--- config.mk ---
export PLATFORM = sky130hd
export DESIGN_NAME = pfc_timer
export DESIGN_NICKNAME = d
export VERILOG_FILES = /design/src/pfc_prescaler.v /design/src/pfc_channel.v /design/src/pfc_timer.v
export VERILOG_INCLUDE_DIRS = /design/src
export SDC_FILE = /design/constraint.sdc
export NUM_CORES = 1
export LEC_CHECK = 0
export BUFFER_PORTS_ARGS = -buffer_cell sky130_fd_sc_hd__buf_2
export CAP_MARGIN = 40
export CORE_ASPECT_RATIO = 0.75
export CORE_MARGIN = 10
export CORE_UTILIZATION = 50
export DETAILED_ROUTE_END_ITERATION = 10
export MAX_ROUTING_LAYER = met4
export PLACE_DENSITY_LB_ADDON = 0.1
export SLEW_MARGIN = 20
export SYNTH_ARGS = -nofsm -noshare
export SYNTH_HDL_FRONTEND = slang
export SYNTH_SLANG_ARGS = --single-unit
--- constraint.sdc ---
create_clock -name clk -period 3.1 [get_ports clk]
set_clock_uncertainty 0.05 [all_clocks]
set_input_delay 0.31 -clock clk [delete_from_list [all_inputs] [get_ports clk]]
set_output_delay 0.31 -clock clk [all_outputs]
set_load 0.1 [all_outputs]
--- src/pfc_defs.vh ---
// Constants for the dual-slope frequency-correct PWM timer
`ifndef PFC_DEFS_VH
`define PFC_DEFS_VH

// Register byte offsets
`define PFC_OFS_CTRL 12'h000
`define PFC_OFS_COUNT 12'h004
`define PFC_OFS_CMPA 12'h008
`define PFC_OFS_CMPB 12'h00C
`define PFC_OFS_CAPTOP 12'h010
`define PFC_OFS_FLAGS 12'h014
`define PFC_OFS_STATUS 12'h018

// Control register fields
`define PFC_CTRL_WGM_LSB 0
`define PFC_CTRL_WGM_MSB 3
`define PFC_CTRL_COMA_LSB 4
`define PFC_CTRL_COMA_MSB 5
`define PFC_CTRL_COMB_LSB 6
`define PFC_CTRL_COMB_MSB 7
`define PFC_CTRL_CS_LSB 8
`define PFC_CTRL_CS_MSB 10
`define PFC_CTRL_DIRA_BIT 11
`define PFC_CTRL_DIRB_BIT 12
`define PFC_CTRL_RESET 13'h0

// Flag register bits
`define PFC_FLAG_OVF_BIT 0
`define PFC_FLAG_CMPA_BIT 1
`define PFC_FLAG_CMPB_BIT 2
`define PFC_FLAG_CAP_BIT 3

// Status register bits
`define PFC_STAT_DOWN_BIT 0
`define PFC_STAT_OCA_BIT 1
`define PFC_STAT_OCB_BIT 2

// Waveform modes
`define PFC_WGM_CAPTOP 4'h8
`define PFC_WGM_CMPATOP 4'h9

// Compare output modes
`define PFC_COM_OFF 2'h0
`define PFC_COM_TOGGLE 2'h1
`define PFC_COM_NONINV 2'h2
`define PFC_COM_INV 2'h3

// Clock select codes
`define PFC_CS_STOP 3'h0
`define PFC_CS_DIV1 3'h1
`define PFC_CS_DIV8 3'h2
`define PFC_CS_DIV64 3'h3
`define PFC_CS_DIV256 3'h4
`define PFC_CS_DIV1024 3'h5

// Prescale terminal counts (factor minus one)
`define PFC_TC_DIV1 10'h000
`define PFC_TC_DIV8 10'h007
`define PFC_TC_DIV64 10'h03F
`define PFC_TC_DIV256 10'h0FF
`define PFC_TC_DIV1024 10'h3FF

// Reset values
`define PFC_COUNT_RESET 16'h0000
`define PFC_CMP_RESET 16'h0000
`define PFC_CAPTOP_RESET 16'h0000

`endif

--- src/pfc_prescaler.v ---
// Timer tick enable generator from the I/O clock
`timescale 1ns/1ns
`default_nettype none
`include "pfc_defs.vh"

module pfc_prescaler
(
   input wire clk, // I/O clock
   input wire reset_n, // Async reset, active low
   input wire [2:0] clock_select, // Prescale select
   output wire timer_tick // One-cycle enable
);

   reg [9:0] div_count;
   reg [9:0] terminal;
   reg running;

   // ****************************************
   // Terminal count decode
   // ****************************************
   always @*
   begin
      running = 1'b1;
      case (clock_select)
         `PFC_CS_DIV1: terminal = `PFC_TC_DIV1;
         `PFC_CS_DIV8: terminal = `PFC_TC_DIV8;
         `PFC_CS_DIV64: terminal = `PFC_TC_DIV64;
         `PFC_CS_DIV256: terminal = `PFC_TC_DIV256;
         `PFC_CS_DIV1024: terminal = `PFC_TC_DIV1024;
         default:
         begin
            terminal = `PFC_TC_DIV1;
            running = 1'b0;
         end
      endcase
   end

   // ****************************************
   // Divider
   // ****************************************
   always @(posedge clk or negedge reset_n)
   begin
      if (!reset_n)
         div_count <= 10'h000;
      else if (!running || div_count >= terminal)
         div_count <= 10'h000;
      else
         div_count <= div_count + 10'h001;
   end

   assign timer_tick = running && (div_count >= terminal);

endmodule // pfc_prescaler

`default_nettype wire

--- src/pfc_channel.v ---
// One compare channel: buffered compare value and waveform output
`timescale 1ns/1ns
`default_nettype none
`include "pfc_defs.vh"

module pfc_channel
(
   input wire clk, // I/O clock
   input wire reset_n, // Async reset, active low
   input wire timer_tick, // Timer clock enable
   input wire pwm_active, // Frequency-correct mode selected
   input wire load_now, // Counter at bottom on a tick
   input wire [15:0] buffer_value, // Compare buffer from software
   input wire [15:0] counter_value, // Current count
   input wire [15:0] top_value, // Current top
   input wire counting_down, // Direction of count
   input wire [1:0] compare_output_mode, // Output mode field
   input wire toggle_allowed, // Toggle mode permitted here
   output reg [15:0] compare_value, // Active compare value
   output wire match, // Count equals compare on a tick
   output reg compare_output // Waveform state
);

   wire at_bottom;
   wire at_top;
   wire set_level;

   assign at_bottom = (counter_value == 16'h0000);
   assign at_top = (counter_value == top_value);
   assign match = pwm_active && timer_tick && (counter_value == compare_value);

   // Bottom counts as the up slope, top as the down slope, for the extremes
   assign set_level = at_bottom ? 1'b0 : (at_top ? 1'b1 : counting_down);

   // ****************************************
   // Double buffer
   // ****************************************
   always @(posedge clk or negedge reset_n)
   begin
      if (!reset_n)
         compare_value <= `PFC_CMP_RESET;
      else if (!pwm_active || load_now)
         compare_value <= buffer_value;
   end

   // ****************************************
   // Waveform
   // ****************************************
   always @(posedge clk or negedge reset_n)
   begin
      if (!reset_n)
         compare_output <= 1'b0;
      else if (match)
      begin
         case (compare_output_mode)
            `PFC_COM_NONINV: compare_output <= set_level;
            `PFC_COM_INV: compare_output <= ~set_level;
            `PFC_COM_TOGGLE:
            begin
               if (toggle_allowed)
                  compare_output <= ~compare_output;
            end
            default: compare_output <= compare_output;
         endcase
      end
   end

endmodule // pfc_channel

`default_nettype wire

--- src/pfc_timer.v ---
// Dual-slope frequency-correct PWM timer with APB register access
//
// Behaviour
// Modes 0x8 and 0x9 select this operation
// Count up from zero to top, back
// Non-inverting: clear up-match, set down-match
// Output mode 0x2 non-inverted, 0x3 inverted
// Top from capture (0x8) or compare A (0x9)
// Counter holds top for one tick
// Software keeps top at least 0x0003
// Compare registers reload only at bottom
// Overflow flag set with bottom reload
// Match flag set when count equals compare
// Top-defining flag set when reaching top
// Software keeps top above compare values
// Waveform on pin only when output direction
// Compare bottom gives low, top gives high
// Mode 0x9 with toggle gives 50% duty
// Tick is clock over 1/8/64/256/1024
// Fully synchronous, tick is an enable
// Period is twice top times prescale
// Capture top frees compare A for PWM
// Output mode zero leaves port control
// Reset clears counter, outputs, flags; counts up
//
// The APB interface to the registers and the address map were decided locally.
`timescale 1ns/1ns
`default_nettype none
`include "pfc_defs.vh"

module pfc_timer
(
   input wire clk, // I/O clock, 125 MHz
   input wire reset_n, // Async reset, active low
   input wire psel, // APB select
   input wire penable, // APB access phase
   input wire pwrite, // APB write
   input wire [11:0] paddr, // APB byte address
   input wire [31:0] pwdata, // APB write data
   input wire [3:0] pstrb, // APB byte strobes
   output wire pready, // APB ready
   output reg [31:0] prdata, // APB read data
   output reg pslverr, // APB error on unmapped address
   input wire port_data_a, // Normal port value for pin A
   input wire port_data_b, // Normal port value for pin B
   output reg pin_a_out, // Pin A level
   output reg pin_a_oe_n, // Pin A drive enable, low drives
   output reg pin_b_out, // Pin B level
   output reg pin_b_oe_n // Pin B drive enable, low drives
);

   // ****************************************
   // Declarations
   // ****************************************
   reg [12:0] ctrl;
   reg [15:0] cmp_buf_a;
   reg [15:0] cmp_buf_b;
   reg [15:0] capture_top_value;
   reg [15:0] counter_value;
   reg counting_down;
   reg overflow_flag;
   reg compare_match_flag_a;
   reg compare_match_flag_b;
   reg capture_flag;
   reg [15:0] next_count;
   reg next_down;
   reg [31:0] next_rdata;
   reg next_err;

   wire [3:0] waveform_mode_select;
   wire [1:0] compare_output_mode_a;
   wire [1:0] compare_output_mode_b;
   wire [2:0] clock_select;
   wire pin_direction_bit_a;
   wire pin_direction_bit_b;
   wire pwm_active;
   wire cap_top;
   wire timer_tick;
   wire [15:0] compare_value_a;
   wire [15:0] compare_value_b;
   wire [15:0] top_value;
   wire match_a;
   wire match_b;
   wire compare_output_a;
   wire compare_output_b;
   wire at_bottom;
   wire at_top;
   wire load_now;
   wire wr_access;
   wire rd_setup;
   wire clr_flags;
   wire mode_a_on;
   wire mode_b_on;

   assign waveform_mode_select = ctrl[`PFC_CTRL_WGM_MSB:`PFC_CTRL_WGM_LSB];
   assign compare_output_mode_a = ctrl[`PFC_CTRL_COMA_MSB:`PFC_CTRL_COMA_LSB];
   assign compare_output_mode_b = ctrl[`PFC_CTRL_COMB_MSB:`PFC_CTRL_COMB_LSB];
   assign clock_select = ctrl[`PFC_CTRL_CS_MSB:`PFC_CTRL_CS_LSB];
   assign pin_direction_bit_a = ctrl[`PFC_CTRL_DIRA_BIT];
   assign pin_direction_bit_b = ctrl[`PFC_CTRL_DIRB_BIT];

   // ****************************************
   // Mode and top selection
   // ****************************************
   assign pwm_active = (waveform_mode_select == `PFC_WGM_CAPTOP) ||
                       (waveform_mode_select == `PFC_WGM_CMPATOP);
   assign cap_top = (waveform_mode_select == `PFC_WGM_CAPTOP);
   assign top_value = cap_top ? capture_top_value : compare_value_a;
   assign at_bottom = (counter_value == 16'h0000);
   assign at_top = (counter_value == top_value);
   assign load_now = pwm_active && timer_tick && at_bottom;

   // ****************************************
   // Tick and channels
   // ****************************************
   pfc_prescaler u_prescaler
   (
      .clk(clk),
      .reset_n(reset_n),
      .clock_select(clock_select),
      .timer_tick(timer_tick)
   );

   pfc_channel u_channel_a
   (
      .clk(clk),
      .reset_n(reset_n),
      .timer_tick(timer_tick),
      .pwm_active(pwm_active),
      .load_now(load_now),
      .buffer_value(cmp_buf_a),
      .counter_value(counter_value),
      .top_value(top_value),
      .counting_down(counting_down),
      .compare_output_mode(compare_output_mode_a),
      .toggle_allowed(!cap_top),
      .compare_value(compare_value_a),
      .match(match_a),
      .compare_output(compare_output_a)
   );

   pfc_channel u_channel_b
   (
      .clk(clk),
      .reset_n(reset_n),
      .timer_tick(timer_tick),
      .pwm_active(pwm_active),
      .load_now(load_now),
      .buffer_value(cmp_buf_b),
      .counter_value(counter_value),
      .top_value(top_value),
      .counting_down(counting_down),
      .compare_output_mode(compare_output_mode_b),
      .toggle_allowed(1'b0),
      .compare_value(compare_value_b),
      .match(match_b),
      .compare_output(compare_output_b)
   );

   // ****************************************
   // Dual-slope counter
   // ****************************************
   always @*
   begin
      next_count = counter_value;
      next_down = counting_down;
      if (!pwm_active)
      begin
         next_count = `PFC_COUNT_RESET;
         next_down = 1'b0;
      end
      else if (timer_tick)
      begin
         if (!counting_down)
         begin
            if (at_top)
            begin
               next_count = counter_value - 16'h0001;
               next_down = 1'b1;
            end
            else
               next_count = counter_value + 16'h0001;
         end
         else
         begin
            if (at_bottom)
            begin
               next_count = counter_value + 16'h0001;
               next_down = 1'b0;
            end
            else
               next_count = counter_value - 16'h0001;
         end
      end
   end

   always @(posedge clk or negedge reset_n)
   begin
      if (!reset_n)
      begin
         counter_value <= `PFC_COUNT_RESET;
         counting_down <= 1'b0;
      end
      else
      begin
         counter_value <= next_count;
         counting_down <= next_down;
      end
   end

   // ****************************************
   // Event flags, set wins over clear
   // ****************************************
   assign wr_access = psel && penable && pwrite;
   assign clr_flags = wr_access && (paddr == `PFC_OFS_FLAGS) && pstrb[0];

   always @(posedge clk or negedge reset_n)
   begin
      if (!reset_n)
      begin
         overflow_flag <= 1'b0;
         compare_match_flag_a <= 1'b0;
         compare_match_flag_b <= 1'b0;
         capture_flag <= 1'b0;
      end
      else
      begin
         if (load_now)
            overflow_flag <= 1'b1;
         else if (clr_flags && pwdata[`PFC_FLAG_OVF_BIT])
            overflow_flag <= 1'b0;
         if (match_a)
            compare_match_flag_a <= 1'b1;
         else if (clr_flags && pwdata[`PFC_FLAG_CMPA_BIT])
            compare_match_flag_a <= 1'b0;
         if (match_b)
            compare_match_flag_b <= 1'b1;
         else if (clr_flags && pwdata[`PFC_FLAG_CMPB_BIT])
            compare_match_flag_b <= 1'b0;
         if (pwm_active && cap_top && timer_tick && at_top && !counting_down)
            capture_flag <= 1'b1;
         else if (clr_flags && pwdata[`PFC_FLAG_CAP_BIT])
            capture_flag <= 1'b0;
      end
   end

   // ****************************************
   // Pin control
   // ****************************************
   assign mode_a_on = (compare_output_mode_a == `PFC_COM_NONINV) ||
                      (compare_output_mode_a == `PFC_COM_INV) ||
                      ((compare_output_mode_a == `PFC_COM_TOGGLE) && !cap_top);
   assign mode_b_on = (compare_output_mode_b == `PFC_COM_NONINV) ||
                      (compare_output_mode_b == `PFC_COM_INV);

   always @(posedge clk or negedge reset_n)
   begin
      if (!reset_n)
      begin
         pin_a_out <= 1'b0;
         pin_a_oe_n <= 1'b1;
         pin_b_out <= 1'b0;
         pin_b_oe_n <= 1'b1;
      end
      else
      begin
         pin_a_out <= (pwm_active && mode_a_on) ? compare_output_a : port_data_a;
         pin_a_oe_n <= !pin_direction_bit_a;
         pin_b_out <= (pwm_active && mode_b_on) ? compare_output_b : port_data_b;
         pin_b_oe_n <= !pin_direction_bit_b;
      end
   end

   // ****************************************
   // APB register writes
   // ****************************************
   always @(posedge clk or negedge reset_n)
   begin
      if (!reset_n)
      begin
         ctrl <= `PFC_CTRL_RESET;
         cmp_buf_a <= `PFC_CMP_RESET;
         cmp_buf_b <= `PFC_CMP_RESET;
         capture_top_value <= `PFC_CAPTOP_RESET;
      end
      else if (wr_access)
      begin
         case (paddr)
            `PFC_OFS_CTRL:
            begin
               if (pstrb[0])
                  ctrl[7:0] <= pwdata[7:0];
               if (pstrb[1])
                  ctrl[12:8] <= pwdata[12:8];
            end
            `PFC_OFS_CMPA:
            begin
               if (pstrb[0])
                  cmp_buf_a[7:0] <= pwdata[7:0];
               if (pstrb[1])
                  cmp_buf_a[15:8] <= pwdata[15:8];
            end
            `PFC_OFS_CMPB:
            begin
               if (pstrb[0])
                  cmp_buf_b[7:0] <= pwdata[7:0];
               if (pstrb[1])
                  cmp_buf_b[15:8] <= pwdata[15:8];
            end
            `PFC_OFS_CAPTOP:
            begin
               if (pstrb[0])
                  capture_top_value[7:0] <= pwdata[7:0];
               if (pstrb[1])
                  capture_top_value[15:8] <= pwdata[15:8];
            end
            default: ctrl <= ctrl;
         endcase
      end
   end

   // ****************************************
   // APB read data, captured in setup phase
   // ****************************************
   assign rd_setup = psel && !penable;
   assign pready = 1'b1;

   always @*
   begin
      next_rdata = 32'h00000000;
      next_err = 1'b0;
      case (paddr)
         `PFC_OFS_CTRL: next_rdata = {19'h0, ctrl};
         `PFC_OFS_COUNT: next_rdata = {16'h0000, counter_value};
         `PFC_OFS_CMPA: next_rdata = {16'h0000, cmp_buf_a};
         `PFC_OFS_CMPB: next_rdata = {16'h0000, cmp_buf_b};
         `PFC_OFS_CAPTOP: next_rdata = {16'h0000, capture_top_value};
         `PFC_OFS_FLAGS: next_rdata = {28'h0000000, capture_flag, compare_match_flag_b,
                                       compare_match_flag_a, overflow_flag};
         `PFC_OFS_STATUS: next_rdata = {29'h0, compare_output_b, compare_output_a,
                                        counting_down};
         default: next_err = 1'b1;
      endcase
   end

   always @(posedge clk or negedge reset_n)
   begin
      if (!reset_n)
      begin
         prdata <= 32'h00000000;
         pslverr <= 1'b0;
      end
      else if (rd_setup)
      begin
         prdata <= pwrite ? 32'h00000000 : next_rdata;
         pslverr <= next_err;
      end
   end

endmodule // pfc_timer

`default_nettype wire

==> results.md <==
- Synth area leaders: dfrtp_1, mux2_2, xor2_1, ha_1, buf_4
- Share of the yosys chip area belonging to registers: 46.6%
- Crit-path max FO: 8
- Initial DRT Pass Iterations: 5
- Nets@finish: 854
- Startpoint types: register
- Sink Count: 147
- FP Rows: 39
- Antenna fix cells: 0
- Mapped cell area: ~7900 um2
- VDD IR max: approximately 0.36 mV
- Largest net degree at the start of global routing: 76
- Gate Count Post-Synth: 707
- RD Place Congestion: just over 0.9
- Die footprint: approximately 21000 um2
- P_leak: 4.64 nW
- Hold Fails Final Rpt: 0
- Share of the synthesized area in the top cell type: a little under half
- IO buf count: 57
- Clk buf depth: 2
- Worst flop-to-flop path startpoint: ctrl[10]
- Hold Path Class: input port to register
- Synth cell count leaders: dfrtp_1, mux2_2, xor2_1
- DR top layer: met4
- Starting Density: 51.4%
- Met1 wire length: 10300 um
- RR Endpoint: u_channel_a.compare_value[11]
- Worst Max-Slew Pin Slew: 0.813 ns
- Vias: 5964
- Required time of the worst setup path: 3.36 ns
- MaxCap Viol Count: 0
- DR vias/cell: approximately 6
- Run status: finished, final reports clean
- Finished Cell Area: 9180 um2
- Met3 wire len: 1870 um
- Number of global-route vias before repair: 6104
- Core area: between 15000 and 20000 um2
- Final min period: about 3 ns
- Arrival time worst endpoint: approximately 3.3 ns
- Top FF cell, synth: dfrtp_1
- Fmax: 334 MHz
- Worst Hold Launch: port_data_b
- Crit end category: register
- WL final: 21800 um
- Kind of critical path: register to register
- Layout cells sized above 1: 31.8%
- TritonCTS clock tree: yes
- Die H: between 100 and 150 um
- PwrDens: 445 nW/um2
- Met2 WL: 9380 um
- Post-synth top area cell: dfrtp_1
- GRT overflow: 0
- RSZ-0062 raised after global routing: false
- Final ANT Viol Nets: 0
- First-pass GRT wire length: 34300 um
- Yosys warns: 0
- FF-to-FF setup slack: 0.10 ns
- Syn_area_per_cell: 11.2 um2
- I/O pin count: 93
- Endpoints failing setup: 0
- 1st-iter DRT viols: around 570
- Count leader, synth: dfrtp_1
- Post-synth EDFFs: 0
- Hold-critical path endpoint: pin_b_out
- Library cells used by synthesis: 59
- Final Core Density: 59.7%
- Slew Limit Fails: 0
- Initial antenna violation count: 0
- CTS Buf Count: 17
- Cells on worst reg2reg path: 12
- Worst-path clk slew: ~0.060 ns
- Residual DRC: 0
- Flop and latch count out of synthesis: approximately 150
- Fin crit share: 96.6%
- Slew margin rel.: 45.7%
- Clock Latency Late Sink: roughly 0.43 ns
- Layout area overhead: 16.1%
- Avg WL per Cell: approximately 22 um
- Die X: 165 um
- FFs w/ async S/R, synth: 100%
- Cell Area, Placed: ~8500 um2
- Clk root buf: clkbuf_16
- Global-route usage over all layers: a little over a fifth
- H-Tree Depth: 4
- Worst hold path depth: 2
- Post-DP HPWL: 15500 um
## layer usage
| layer | global-route usage [%] | vias up |
|---|---|---|
| met1 | 30.9 | 2976 |
| li1 | - | 2698 |
| met3 | 4.46 | 28 |
| met5 | - | - |
| met2 | 29.6 | 262 |
| met4 | 7.17 | 0 |
## stage by stage
step	setup slack [ns]	cells	setup TNS, ns	hold slack, ns	power (mW)
global route	0.00518	1003	0	0.0734	4.21
finish	0.104	1003	0	0.0794	4.08
detailed placement	-0.00949	966	-0.0188	0.343	2.18
floorplan	0.00444	722	0	-0.0356	2.11
CTS	0.0143	1000	0	0.0714	4.12
global placement	0.0562	966	0	0.331	2.17
## state kept, by name (all words and copies together) (netlist names), 10 cells and up
signal                     flops
u_prescaler.div_count         10
u_channel_b.compare_value     16
counter_value                 16
prdata                        16
ctrl                          13
cmp_buf_b                     16
capture_top_value             16
u_channel_a.compare_value     16
cmp_buf_a                     16
## power by group
part           switching (mW)  internal, mW  leakage (nW)
registers             0.00173          1.92          2.03
clock network           0.834          1.11         0.265
logic                   0.187        0.0336          2.34
total                    1.02          3.06          4.64
## logic make-up after synthesis
logic type               Yosys count  synth area share (%)
AND/OR/NAND/NOR                  188                  13.8
flip-flops                       147                  46.6
AO/OA/AOI/OAI                    112                  10.4
multiplexers                     108                  15.1
buffers and inverters             74                  4.97
XOR/XNOR                          62                  6.87
adder cells (fa/ha/maj)           14                  2.22
other                              2                0.0950
## how the worst max path moves through the flow
stage	start	to	cells past startpoint
finish	ctrl[10]	u_channel_a.compare_value[11]	12
global route	ctrl[10]	u_channel_b.compare_value[9]	12
CTS	ctrl[9]	u_channel_a.compare_value[11]	12
detailed placement	ctrl[9]	u_channel_a.compare_value[11]	12
global placement	ctrl[9]	u_channel_b.compare_value[9]	12
floorplan	ctrl[9]	u_channel_a.compare_output	14
## worst max-delay path, cell delays in order (launching register included)
cell and delay (ns):
dfrtp_1 0.41, buf_4 0.17, inv_1 0.07, a31o_2 0.16, nand2_2 0.07, ha_1 0.29, o21a_1 0.12, o211ai_1 0.07
and2_1 0.19, or3_4 0.38, o21ai_4 0.32, clkbuf_16 0.24, mux2_2 0.34
## placed cells by master, fill, tap and decap left out, types with 11 or more instances in the layout
cell,instances
a222oi_1,14
a21o_1,16
clkbuf_16,18
a22oi_1,12
buf_2,56
dfrtp_1,144
xor2_1,46
mux2i_1,15
nor3_1,12
o21ai_0,13
nor2_1,40
nand4_1,13
mux2_2,93
buf_4,37
nand3_1,16
nand2_1,39
xnor2_1,16
inv_1,16
ha_1,13
a21oi_1,20
conb_1,17
nor4_1,11
## layout make-up
| type | instances | area, um2 |
|---|---|---|
| repair buffers | 100 | 692 |
| multi-input cells | 501 | 3940 |
| fillers | 1275 | 6190 |
| well taps | 205 | 256 |
| clock inverters | 12 | 109 |
| flip-flops and latches | 147 | 3680 |
| clock buffers | 20 | 437 |
| inverters | 18 | 67.6 |
## repair_timing
action / 4_1_cts / 5_1_grt
hold buffers: 1 / 0
endpoints found under the setup margin: 30 / 43
pin swaps: 1 / 5
gates resized for setup: 3 / 8
buffers inserted: 0 / 2
cloned: 1 / 1
hold endpoints to repair: 71 / 0
Power figures use the tool's default switching activity.
